===== src/logic/rcsu_pkg.sv =====
// Constants and types of the reset and clock select unit.
// Assumes an APB slave on pclk; byte address is four times the register index.
package rcsu_pkg;
  localparam int          RCSU_ADDR_W      = 12;
  localparam int          RCSU_DATA_W      = 32;
  localparam int          RCSU_CNT_W       = 32;
  localparam logic [7:0]  RCSU_IDX_IFCTRL  = 8'h8f;
  localparam logic [7:0]  RCSU_IDX_CAUSE   = 8'ha1;
  localparam logic [7:0]  RCSU_IDX_SWRST   = 8'he7;
  localparam logic [7:0]  RCSU_IDX_KEY     = 8'hf7;
  localparam logic [11:0] RCSU_ADR_IFCTRL  = {2'h0, RCSU_IDX_IFCTRL, 2'h0};
  localparam logic [11:0] RCSU_ADR_CAUSE   = {2'h0, RCSU_IDX_CAUSE, 2'h0};
  localparam logic [11:0] RCSU_ADR_SWRST   = {2'h0, RCSU_IDX_SWRST, 2'h0};
  localparam logic [11:0] RCSU_ADR_KEY     = {2'h0, RCSU_IDX_KEY, 2'h0};
  localparam int          RCSU_ONE_CLK_BIT = 7;
  localparam int          RCSU_PIN_BIT     = 4;
  localparam int          RCSU_WDT_BIT     = 3;
  localparam int          RCSU_SW_BIT      = 2;
  localparam int          RCSU_BOR_BIT     = 1;
  localparam int          RCSU_POR_BIT     = 0;
  localparam logic [7:0]  RCSU_FLAG_MASK   = 8'h1f;
  localparam logic [7:0]  RCSU_REG_RST     = 8'h00;
  localparam logic [7:0]  RCSU_KEY1        = 8'h55;
  localparam logic [7:0]  RCSU_KEY2        = 8'haa;
  localparam logic [7:0]  RCSU_KEY3        = 8'h5a;
  localparam logic [7:0]  RCSU_SW_TRIG     = 8'hff;
  localparam int          RCSU_CLK_HZ      = 250_000_000;
  localparam int          RCSU_MS_CYCLES   = RCSU_CLK_HZ / 1000;
  localparam int          RCSU_T_25MS      = 25;
  localparam int          RCSU_T_200MS     = 200;
  localparam int          RCSU_T_100MS     = 100;
  localparam int          RCSU_T_50MS      = 50;
  localparam int          RCSU_T_16MS      = 16;
  localparam int          RCSU_T_8MS       = 8;
  localparam int          RCSU_T_4MS       = 4;

  typedef enum logic [2:0] {
    RCSU_RT_25 = 3'h0, RCSU_RT_200 = 3'h1, RCSU_RT_100 = 3'h2, RCSU_RT_50 = 3'h3,
    RCSU_RT_16 = 3'h4, RCSU_RT_8 = 3'h5, RCSU_RT_4 = 3'h6
  } rcsu_rst_time_t;

  typedef enum logic [2:0] {
    RCSU_CS_INT_DIV1 = 3'h0, RCSU_CS_XTAL = 3'h1, RCSU_CS_EXT_OSC = 3'h2,
    RCSU_CS_INT_DIV2 = 3'h3, RCSU_CS_INT_DIV4 = 3'h4, RCSU_CS_INT_DIV8 = 3'h5,
    RCSU_CS_INT_DIV16 = 3'h6
  } rcsu_clk_src_t;

  typedef enum logic [1:0] {
    RCSU_ST_HOLD = 2'b00, RCSU_ST_INIT = 2'b01, RCSU_ST_RUN = 2'b11
  } rcsu_state_t;

  // Reset length in ms for a configuration code; unknown codes use the default
  function automatic int rcsu_rst_ms(input logic [2:0] sel);
    case (sel)
      RCSU_RT_200: return RCSU_T_200MS;
      RCSU_RT_100: return RCSU_T_100MS;
      RCSU_RT_50:  return RCSU_T_50MS;
      RCSU_RT_16:  return RCSU_T_16MS;
      RCSU_RT_8:   return RCSU_T_8MS;
      RCSU_RT_4:   return RCSU_T_4MS;
      default:     return RCSU_T_25MS;
    endcase
  endfunction
endpackage


===== src/logic/rcsu_sub_if.sv =====
// Carrier between the unit top and its key detector and reset timer.
// Assumes all users on one clock.
`timescale 1ns/1ps
interface rcsu_sub_if;
  logic        key_wr;
  logic [7:0]  key_data;
  logic        key_clr;
  logic        granted;
  logic        tmr_start;
  logic [31:0] tmr_load;
  logic        tmr_done;
  logic        tmr_busy;
  modport top (output key_wr, key_data, key_clr, tmr_start, tmr_load,
               input granted, tmr_done, tmr_busy);
  modport key (input key_wr, key_data, key_clr, output granted);
  modport tmr (input tmr_start, tmr_load, output tmr_done, tmr_busy);
endinterface


===== src/logic/rcsu_key_unlock.sv =====
// Access key sequence detector granting soft reset write permission.
// Assumes key writes arrive as one-cycle pulses from the register slave.
`timescale 1ns/1ps
module rcsu_key_unlock
  import rcsu_pkg::*;
(
  input  wire logic pclk,
  input  wire logic presetn,
  rcsu_sub_if.key   sub
);
  logic [1:0] stage_q;
  logic       granted_q;

  assign sub.granted = granted_q;

  always_ff @(posedge pclk or negedge presetn) begin
    if (!presetn) begin
      stage_q   <= 2'h0;
      granted_q <= 1'b0;
    end else if (sub.key_clr) begin
      stage_q   <= 2'h0;
      granted_q <= 1'b0;
    end else if (sub.key_wr) begin
      granted_q <= 1'b0;
      if (stage_q == 2'h1 && sub.key_data == RCSU_KEY2) begin
        stage_q <= 2'h2;
      end else if (stage_q == 2'h2 && sub.key_data == RCSU_KEY3) begin
        stage_q   <= 2'h0;
        granted_q <= 1'b1;
      end else if (sub.key_data == RCSU_KEY1) begin
        stage_q <= 2'h1;
      end else begin
        stage_q <= 2'h0;
      end
    end
  end
endmodule


===== src/logic/rcsu_rst_timer.sv =====
// Down counter that times the internal reset duration.
// Assumes a start pulse or level reloads it; load is never zero.
`timescale 1ns/1ps
module rcsu_rst_timer
  import rcsu_pkg::*;
(
  input  wire logic pclk,
  input  wire logic presetn,
  rcsu_sub_if.tmr   sub
);
  logic [RCSU_CNT_W-1:0] cnt_q;
  logic                  busy_q;

  assign sub.tmr_busy = busy_q;
  assign sub.tmr_done = busy_q && !sub.tmr_start && cnt_q <= 32'd1;

  always_ff @(posedge pclk or negedge presetn) begin
    if (!presetn) begin
      cnt_q  <= '0;
      busy_q <= 1'b0;
    end else if (sub.tmr_start) begin
      cnt_q  <= sub.tmr_load;
      busy_q <= 1'b1;
    end else if (busy_q) begin
      cnt_q <= cnt_q - 32'd1;
      if (cnt_q <= 32'd1) begin
        busy_q <= 1'b0;
      end
    end
  end
endmodule


===== src/logic/rcsu_top.sv =====
// Reset and clock select unit: reset sequencing, cause flags, soft reset,
// machine cycle mode and clock source choice, with an APB register slave.
// Assumes presetn is the always-on power-on reset; config inputs are static.
//
// The implementer's own choice: the APB interface to the registers.
`timescale 1ns/1ps
module rcsu_top
  import rcsu_pkg::*;
#(
  parameter int MS_CYCLES = RCSU_MS_CYCLES
)
(
  input  wire logic                                pclk,
  input  wire logic                                presetn,
  input  wire logic                                psel,
  input  wire logic                                penable,
  input  wire logic                                pwrite,
  input  wire logic [rcsu_pkg::RCSU_ADDR_W-1:0]    paddr,
  input  wire logic [rcsu_pkg::RCSU_DATA_W-1:0]    pwdata,
  output      logic [rcsu_pkg::RCSU_DATA_W-1:0]    prdata,
  output      logic                                pready,
  output      logic                                pslverr,
  input  wire logic                                reset_pin_n,
  input  wire logic                                wdt_reset_req,
  input  wire logic                                brownout_det,
  input  wire logic [2:0]                          cfg_rst_time,
  input  wire logic [2:0]                          cfg_clk_src,
  input  wire logic                                cfg_xtal1_gpio,
  input  wire logic                                cfg_crystal_output_pin_gpio,
  output      logic                                chip_reset_n,
  output      logic                                init_stage,
  output      rcsu_pkg::rcsu_clk_src_t             clk_src_sel,
  output      logic                                one_clock_mode,
  output      logic                                xtal1_gpio_en,
  output      logic                                crystal_output_pin_gpio_en
);
  import rcsu_pkg::*;

  rcsu_sub_if sub ();

  rcsu_key_unlock u_key (
    .pclk    (pclk),
    .presetn (presetn),
    .sub     (sub.key)
  );

  rcsu_rst_timer u_tmr (
    .pclk    (pclk),
    .presetn (presetn),
    .sub     (sub.tmr)
  );

  // Pin side synchronisers
  logic [1:0] pin_n_s;
  logic [1:0] bor_s;
  logic [2:0] rt_s1;
  logic [2:0] rt_s2;
  logic [2:0] cs_s1;
  logic [2:0] cs_s2;
  logic [1:0] x1_s;
  logic [1:0] x2_s;

  always_ff @(posedge pclk or negedge presetn) begin
    if (!presetn) begin
      pin_n_s <= 2'b11;
      bor_s   <= 2'b00;
      rt_s1   <= 3'h0;
      rt_s2   <= 3'h0;
      cs_s1   <= 3'h0;
      cs_s2   <= 3'h0;
      x1_s    <= 2'b00;
      x2_s    <= 2'b00;
    end else begin
      pin_n_s <= {pin_n_s[0], reset_pin_n};
      bor_s   <= {bor_s[0], brownout_det};
      rt_s1   <= cfg_rst_time;
      rt_s2   <= rt_s1;
      cs_s1   <= cfg_clk_src;
      cs_s2   <= cs_s1;
      x1_s    <= {x1_s[0], cfg_xtal1_gpio};
      x2_s    <= {x2_s[0], cfg_crystal_output_pin_gpio};
    end
  end

  // Register slave decode
  logic        acc_wr;
  logic        setup_rd;
  logic        hit;
  logic [7:0]  wbyte;
  logic        wr_ifctrl;
  logic        wr_cause;
  logic        wr_swrst;
  logic        wr_key;

  assign hit = paddr == RCSU_ADR_IFCTRL || paddr == RCSU_ADR_CAUSE ||
               paddr == RCSU_ADR_SWRST || paddr == RCSU_ADR_KEY;
  assign acc_wr    = psel && penable && pwrite;
  assign setup_rd  = psel && !penable && !pwrite;
  assign wbyte     = pwdata[7:0];
  assign wr_ifctrl = acc_wr && paddr == RCSU_ADR_IFCTRL;
  assign wr_cause  = acc_wr && paddr == RCSU_ADR_CAUSE;
  assign wr_swrst  = acc_wr && paddr == RCSU_ADR_SWRST;
  assign wr_key    = acc_wr && paddr == RCSU_ADR_KEY;
  assign pready    = 1'b1;
  assign pslverr   = psel && penable && !hit;

  // Reset sources and sequencing
  rcsu_state_t state_q;
  rcsu_state_t state_d;
  logic [2:0]  por_sh_q;
  logic        por_pend;
  logic        sw_fire;
  logic        pin_rst;
  logic        bor_rst;
  logic        any_src;
  logic        in_run;

  assign in_run  = state_q == RCSU_ST_RUN;
  assign pin_rst = !pin_n_s[1];
  assign bor_rst = bor_s[1];
  assign sw_fire = wr_swrst && sub.granted && wbyte == RCSU_SW_TRIG;
  assign any_src = por_pend || pin_rst || bor_rst || wdt_reset_req || sw_fire;

  always_ff @(posedge pclk or negedge presetn) begin
    if (!presetn) begin
      por_sh_q <= 3'b111;
    end else begin
      por_sh_q <= {por_sh_q[1:0], 1'b0};
    end
  end

  // Power-on request outlasts the config synchroniser, so its last load sees the real code
  assign por_pend = por_sh_q[2];

  assign sub.tmr_start = any_src;
  assign sub.tmr_load  = RCSU_CNT_W'(rcsu_rst_ms(rt_s2) * MS_CYCLES);

  always_comb begin
    state_d = state_q;
    if (any_src) begin
      state_d = RCSU_ST_HOLD;
    end else begin
      unique case (state_q)
        RCSU_ST_HOLD: begin
          if (sub.tmr_done) begin
            state_d = RCSU_ST_INIT;
          end
        end
        RCSU_ST_INIT: state_d = RCSU_ST_RUN;
        RCSU_ST_RUN:  state_d = RCSU_ST_RUN;
        default:      state_d = RCSU_ST_HOLD;
      endcase
    end
  end

  always_ff @(posedge pclk or negedge presetn) begin
    if (!presetn) begin
      state_q <= RCSU_ST_HOLD;
    end else begin
      state_q <= state_d;
    end
  end

  assign chip_reset_n = in_run;
  assign init_stage   = state_q == RCSU_ST_INIT;

  // Access key register and unlock control
  logic [7:0] key_q;

  always_ff @(posedge pclk or negedge presetn) begin
    if (!presetn) begin
      key_q <= RCSU_REG_RST;
    end else if (!in_run) begin
      key_q <= RCSU_REG_RST;
    end else if (wr_key) begin
      key_q <= wbyte;
    end
  end

  assign sub.key_wr   = wr_key && in_run;
  assign sub.key_data = wbyte;
  assign sub.key_clr  = !in_run || wr_swrst;

  // Soft reset register
  logic [7:0] swrst_q;

  always_ff @(posedge pclk or negedge presetn) begin
    if (!presetn) begin
      swrst_q <= RCSU_REG_RST;
    end else if (sw_fire) begin
      swrst_q <= RCSU_SW_TRIG;
    end else if (sub.tmr_done) begin
      swrst_q <= RCSU_REG_RST;
    end
  end

  // Reset cause flags, set wins over a software clear
  logic [4:0] cause_q;
  logic [4:0] cause_set;
  logic [4:0] cause_keep;

  always_comb begin
    cause_set                 = 5'h00;
    cause_set[RCSU_PIN_BIT]   = pin_rst;
    cause_set[RCSU_WDT_BIT]   = wdt_reset_req;
    cause_set[RCSU_SW_BIT]    = sw_fire;
    cause_set[RCSU_BOR_BIT]   = bor_rst;
    cause_set[RCSU_POR_BIT]   = por_pend;
    cause_keep = wr_cause ? (cause_q & wbyte[4:0]) : cause_q;
  end

  always_ff @(posedge pclk or negedge presetn) begin
    if (!presetn) begin
      cause_q <= RCSU_REG_RST[4:0];
    end else begin
      cause_q <= cause_keep | cause_set;
    end
  end

  // Interface control, cleared by every chip reset
  logic [7:0] ifctrl_q;

  always_ff @(posedge pclk or negedge presetn) begin
    if (!presetn) begin
      ifctrl_q <= RCSU_REG_RST;
    end else if (!in_run) begin
      ifctrl_q <= RCSU_REG_RST;
    end else if (wr_ifctrl) begin
      ifctrl_q <= wbyte;
    end
  end

  assign one_clock_mode = ifctrl_q[RCSU_ONE_CLK_BIT];

  // Clock source, chosen during the init stage
  rcsu_clk_src_t src_q;
  logic          x1_gpio_q;
  logic          x2_gpio_q;

  always_ff @(posedge pclk or negedge presetn) begin
    if (!presetn) begin
      src_q <= RCSU_CS_INT_DIV1;
    end else if (state_q == RCSU_ST_INIT) begin
      if (cs_s2 <= RCSU_CS_INT_DIV16) begin
        src_q <= rcsu_clk_src_t'(cs_s2);
      end else begin
        src_q <= RCSU_CS_INT_DIV1;
      end
    end
  end

  always_ff @(posedge pclk or negedge presetn) begin
    if (!presetn) begin
      x1_gpio_q <= 1'b0;
      x2_gpio_q <= 1'b0;
    end else if (state_q == RCSU_ST_INIT) begin
      unique case (cs_s2)
        RCSU_CS_XTAL: begin
          x1_gpio_q <= 1'b0;
          x2_gpio_q <= 1'b0;
        end
        RCSU_CS_EXT_OSC: begin
          x1_gpio_q <= 1'b0;
          x2_gpio_q <= x2_s[1];
        end
        default: begin
          x1_gpio_q <= x1_s[1];
          x2_gpio_q <= x2_s[1];
        end
      endcase
    end
  end

  // Internal oscillator until the chip is running
  assign clk_src_sel   = in_run ? src_q : RCSU_CS_INT_DIV1;
  assign xtal1_gpio_en = in_run && x1_gpio_q;
  assign crystal_output_pin_gpio_en = in_run && x2_gpio_q;

  // Read data captured in the setup phase
  logic [7:0] rd_byte;

  always_comb begin
    unique case (paddr)
      RCSU_ADR_IFCTRL: rd_byte = ifctrl_q;
      RCSU_ADR_CAUSE:  rd_byte = {3'h0, cause_q} & RCSU_FLAG_MASK;
      RCSU_ADR_SWRST:  rd_byte = swrst_q;
      RCSU_ADR_KEY:    rd_byte = key_q;
      default:         rd_byte = 8'h00;
    endcase
  end

  logic [RCSU_DATA_W-1:0] prdata_q;

  always_ff @(posedge pclk or negedge presetn) begin
    if (!presetn) begin
      prdata_q <= '0;
    end else if (setup_rd) begin
      prdata_q <= {24'h000000, rd_byte};
    end
  end

  assign prdata = prdata_q;
endmodule

===== config.mk =====
export PLATFORM = sky130hd
export DESIGN_NAME = rcsu_top
export DESIGN_NICKNAME = d
export VERILOG_FILES = /design/src/logic/rcsu_pkg.sv /design/src/logic/rcsu_sub_if.sv /design/src/logic/rcsu_key_unlock.sv /design/src/logic/rcsu_rst_timer.sv /design/src/logic/rcsu_top.sv
export SDC_FILE = /design/constraint.sdc
export NUM_CORES = 1
export LEC_CHECK = 0
export BUFFER_PORTS_ARGS = -buffer_cell sky130_fd_sc_hd__clkbuf_2
export CAP_MARGIN = 20
export CORE_AREA = 10 10 118 120
export CTS_BUF_LIST = sky130_fd_sc_hd__clkbuf_8
export DETAILED_ROUTE_END_ITERATION = 10
export DIE_AREA = 0 0 128 130
export GPL_TIMING_DRIVEN = 0
export PLACE_DENSITY = 0.82
export SETUP_SLACK_MARGIN = 0.05
export SYNTH_ARGS = -nofsm -noshare
export SYNTH_HDL_FRONTEND = slang
export SYNTH_HIERARCHICAL = 1
export SYNTH_SLANG_ARGS = --single-unit

===== constraint.sdc =====
create_clock -name pclk -period 13.7 [get_ports pclk]
set_input_delay 2.74 -clock pclk [delete_from_list [all_inputs] [get_ports pclk]]
set_output_delay 2.74 -clock pclk [all_outputs]
set_load 0.05 [all_outputs]

==> Yosys cells after proc, flatten, opt, wreduce, memory -nomap -nowiden <==
Cells that the tools add are included.
W data, S select, Z words.
{ "classes": {"n_addsub": 1, "n_eq_ne": 23, "n_mul": 1, "bitwise_logic": 2, "reduce_logical": 38, "n_lt_le_gt_ge": 2, "n_mux": 30} }
{ "op_table": {"columns": ["cell", "count"], "rows": [
  ["$mux W32", 2],
  ["$eq A12 B10 Y1 const B", 4],
  ["$mux W8", 6],
  ["$pmux W8 S6", 1],
  ["$le A32 B1 Y1 const B", 1],
  ["$mul A32 B15 Y28 const B", 1],
  ["$pmux W8 S4", 1],
  ["$sub A32 B1 Y32 const B", 1],
  ["$logic_and A1 B1 Y1", 18],
  ["$eq A8 B7 Y1 const B", 2],
  ["$eq A8 B8 Y1 const B", 2],
  ["$mux W2", 6],
  ["$mux W1", 10],
  ["$eq A3 B2 Y1 const B", 3],
  ["$eq A3 B3 Y1 const B", 3],
  ["$logic_or A1 B1 Y1", 8],
  ["$eq A3 B1 Y1 const B", 2],
  ["$logic_not A1 Y1", 6],
  ["$mux W3", 2],
  ["$reduce_bool A2 Y1", 3],
  ["$and A5 B5 Y5", 1],
  ["$mux W5", 1],
  ["$or A5 B5 Y5", 1],
  ["$eq A2 B1 Y1 const B", 2],
  ["other kinds (7)", 10]
]} }
{ "totals": {"ff_bits": 103} }

==> Longest topological paths before layout <==
{ "logic_depth": {"ltp_word": 12, "depth_mapped": 21} }

==> By module <==
The synthesis kept the hierarchy.
{ "modules_own_cells": {"columns": ["module", "cells_each", "instances", "area_per_inst_um2"], "rows": [
  ["rcsu_top", 464, 1, 4539.4],
  ["rcsu_rst_timer", 234, 1, 2023.2],
  ["rcsu_key_unlock", 16, 1, 178.9]
]} }

==> Worst setup path after synthesis <==
OpenSTA, ideal clock, no wires.
{ "synth_path": {"path_type": "input-to-output", "from": "input port paddr[1] in the netlist's numbering", "to": "output port pslverr", "path_buffers": 1, "setup_slack_ps": 6700, "required_ps": 10960, "stages": 5, "arrival_time_ps": 4260, "path_cell_list": "or3b_1 buf_6 nor4b_4 a211oi_2 and3_1"} }
{ "synth_via": {"elab_chain_len": 6, "word_cells_on_any_way": 9, "cone_classes": "eq/ne (4); reduce/logical (5)"} }
{ "synth_rtl": {"columns": ["item", "line_no", "source"], "rows": [
  ["start, declared", "rcsu_top.sv:18", "input wire logic [rcsu_pkg::RCSU_ADDR_W-1:0] paddr,"],
  ["$eq A12 B10 Y1", "rcsu_top.sv:95", "assign hit = paddr == RCSU_ADR_IFCTRL || paddr == RCSU_ADR_CAUSE ||"],
  ["$logic_or A1 B1 Y1 (2 in series)", "rcsu_top.sv:95", null],
  ["$logic_or A1 B1 Y1 *", "rcsu_top.sv:96", "paddr == RCSU_ADR_SWRST || paddr == RCSU_ADR_KEY;"],
  ["$logic_not A1 Y1 *", "rcsu_top.sv:105", "assign pslverr = psel && penable && !hit;"],
  ["$logic_and A1 B1 Y1 *", "rcsu_top.sv:105", null],
  ["end, declared", "rcsu_top.sv:22", "output logic pslverr,"]
]} }
Mark *: on every way between the ends. The rest lies on a longest branch, timed or not.

==> Final worst setup path <==
Same ends and word-level chain as after synthesis.

==> results.tsv <==
metric	value	unit
DRC	0	
Initial Utilization	57.56	%
Fin Setup TNS	0	ns
final wirelength	15380	um
Yosys reg bits	96	
worst skew pair latency	0.40	ns
clk sinks	96	
TritonCTS Buffers	9	
Post-Syn Instances	714	
Yosys top cell by area	dfrtp_1	
share of post-route cells with drive strength above 1	17.34	%
fin area	7561	um2
outcome	complete, no violations	
CP required	10.96	ns
busiest grt layer	met2	
Final Hold Viols	0	
synthesized cell area	6741	um2
CORE AREA	11710	um2
clk buf depth	2	
Tot GR Track Use	18.89	%
antenna violations before repair	0	
GRT overflow	0	
Worst Clk Skew	0.01222	ns
HP Start	rt_s1[2]	
vias per inst	5.789	
hold crit path type	reg2reg	
Die Wd	128	um
top cell type's share of synthesized area	33.78	%
via count	5592	
Final min period	7.246	ns
Peak VDD IR	0.06883	mV
std cell rows	40	
Unique masters post-synth	76	
Area contributors post-synth	dfrtp_1 (34%), ha_1 (11%), fa_1 (3.3%)	
Post-Syn Area per Cell	9.442	um2
port bufs	52	
1st-iter DRT viols	423	
met3 Track Usage GR	4.787	%
crit start category	input port	
first-pass GRT wire length	26160	um
Reg2Reg Launch Point	rt_s2[0]	
Async SR Flop Fraction	100.0	%
CP startpoint	paddr[1]	
GR Util met2	32.11	%
Final Max Slew Viols	0	
Placement Cell Area	7351	um2
Max Cap Viol	0	
die area	16640	um2
Slew @ Worst Pin	0.9510	ns
CTS root buffer	clkbuf_8	
crit path cell chain	clkbuf_2, or3b_1, buf_6, nor4_4, a211oi_2, and3_1, clkbuf_2	
Critical Path Sink Type	output port	
pwr dens	110.1	nW/um2
post-DP HPWL	11840	um
largest net degree at the start of global routing	61	
met1 Use GR	22.64	%
post-DR wirelength/cell	15.92	um
Final ANT Viol Nets	0	
Area Overhead vs Synth	12.16	%
ANT cells	0	
commonest non-fill, non-tap cell in the layout	dfrtp_1	
routability congestion estimate from global placement	0.9015	
slowest stage delay, CP	0.56	ns
# resized after CTS	0	
sequential-to-total area share from yosys stat	35.73	%
RSZ-0062 raised after global routing	false	
register clock-pin slew on the reported worst setup and hold paths	0.10	ns
post-CTS setup buffer count	0	
boundary pin count	102	
most frequent cells in the layout	dfrtp_1 (91), ha_1 (59), nor2_1 (52)	
CP Max Fanout	10	
Fmax	138.0	MHz
yosys warns	6	
Post-CTS Hold Buffers	0	
fin crit share	52.89	%
cell with the largest stage delay on the worst path	nor4_4	
Die Y	130	um
Leak	3.726	nW
vias in the first global route	5557	
Final Setup Violations	0	
TritonRoute pass-1 iters	5	
EDFF count, synth	0	
main flop type after synthesis	dfrtp_1	
CTS tree	done	
Worst EP arrival	4.51	ns
final layout net count	944	
CP Class	in2out	
Worst path most repeated cell	clkbuf_2	
H-tree depth	3	
slew margin rel.	36.11	%
cells by family after synthesis:
logic type               after synthesis  share of synthesized area (%)
AO/OA/AOI/OAI                        139                          14.01
XOR/XNOR                              24                          3.118
adder cells (fa/ha/maj)               70                          14.22
buffers and inverters                102                          7.572
flip-flops                            96                          35.73
multiplexers                          18                          2.691
other                                  2                         0.1114
AND/OR/NAND/NOR                      263                          22.55
critical path: cells and delay by family:
kind            cells  cell delay [ns]
simple gates        3             1.16
buf+inv             3             0.45
compound gates      1             0.15
through the flow:
stage	hold slack, ns	utilization, %	setup WS [ns]	power (mW)	cells
2_1_floorplan	0.3312	-	6.700	0.5616	750
3_3_place_gp	0.3350	62.51	6.475	0.6233	949
3_5_place_dp	0.3355	62.77	6.464	0.6388	950
4_1_cts	0.3607	64.56	6.454	0.8326	966
5_1_grt	0.3551	64.56	6.351	0.8903	966
6_report	0.3598	64.56	6.454	0.8322	966
synth_stat cells, drive strengths merged (16+ instances only):
| master | instances |
|---|---|
| mux2i | 17 |
| o21ai | 38 |
| and3 | 16 |
| nor2 | 54 |
| dfrtp | 91 |
| nand2 | 48 |
| inv | 46 |
| ha | 59 |
| nand3 | 25 |
| a31oi | 18 |
| or3 | 19 |
| buf | 36 |
| a21oi | 19 |
| clkbuf | 20 |
routing by layer:
| layer | vias to the layer above | share of wire, % |
|---|---|---|
| met2 | 180 | 49 |
| met5 | - | 0 |
| met1 | 2670 | 42 |
| met3 | 24 | 6.4 |
| li1 | 2718 | - |
| met4 | 0 | 2.4 |
power breakdown:
group	leakage (nW)	internal [mW]	total, mW	switching (mW)
sequential	1.18	0.310	0.335	0.0248
clock	0.104	0.0730	0.192	0.119
combinational	2.44	0.121	0.306	0.185
registers in the layout (all words and copies together) (netlist names), 3 cells and up:
name,count
u_tmr/cnt_q,32
ifctrl_q,8
key_q,8
prdata,8
cause_q,5
cs_s1,3
cs_s2,3
por_sh_q,3
rt_s1,3
rt_s2,3
src_q,3
cell type report:
| cell class | instances | area (um2) |
|---|---|---|
| fill | 928 | 4150 |
| multi-input combinational | 552 | 3958 |
| sequential | 96 | 2409 |
| buffer | 56 | 337.8 |
| timing repair buffer | 53 | 290.3 |
| tap | 147 | 183.9 |
| inverter | 46 | 172.7 |
| clock buffer | 9 | 123.9 |
| clock inverter | 7 | 86.33 |
worst paths after layout:
kind | endpoint | slack [ns] | cells past startpoint
setup / recovery | pslverr | 6.45 | 7
hold / removal | rt_s2[2] | 0.36 | 0
setup reg to reg | u_tmr/cnt_q[23] | 8.11 | 21
hold reg to reg | rt_s2[2] | 0.36 | 0
max in group asynchronous | por_sh_q[0] | 10.66 | 2
min in group asynchronous | ifctrl_q[4] | 2.32 | 1
(Power assumes the default switching activity.)
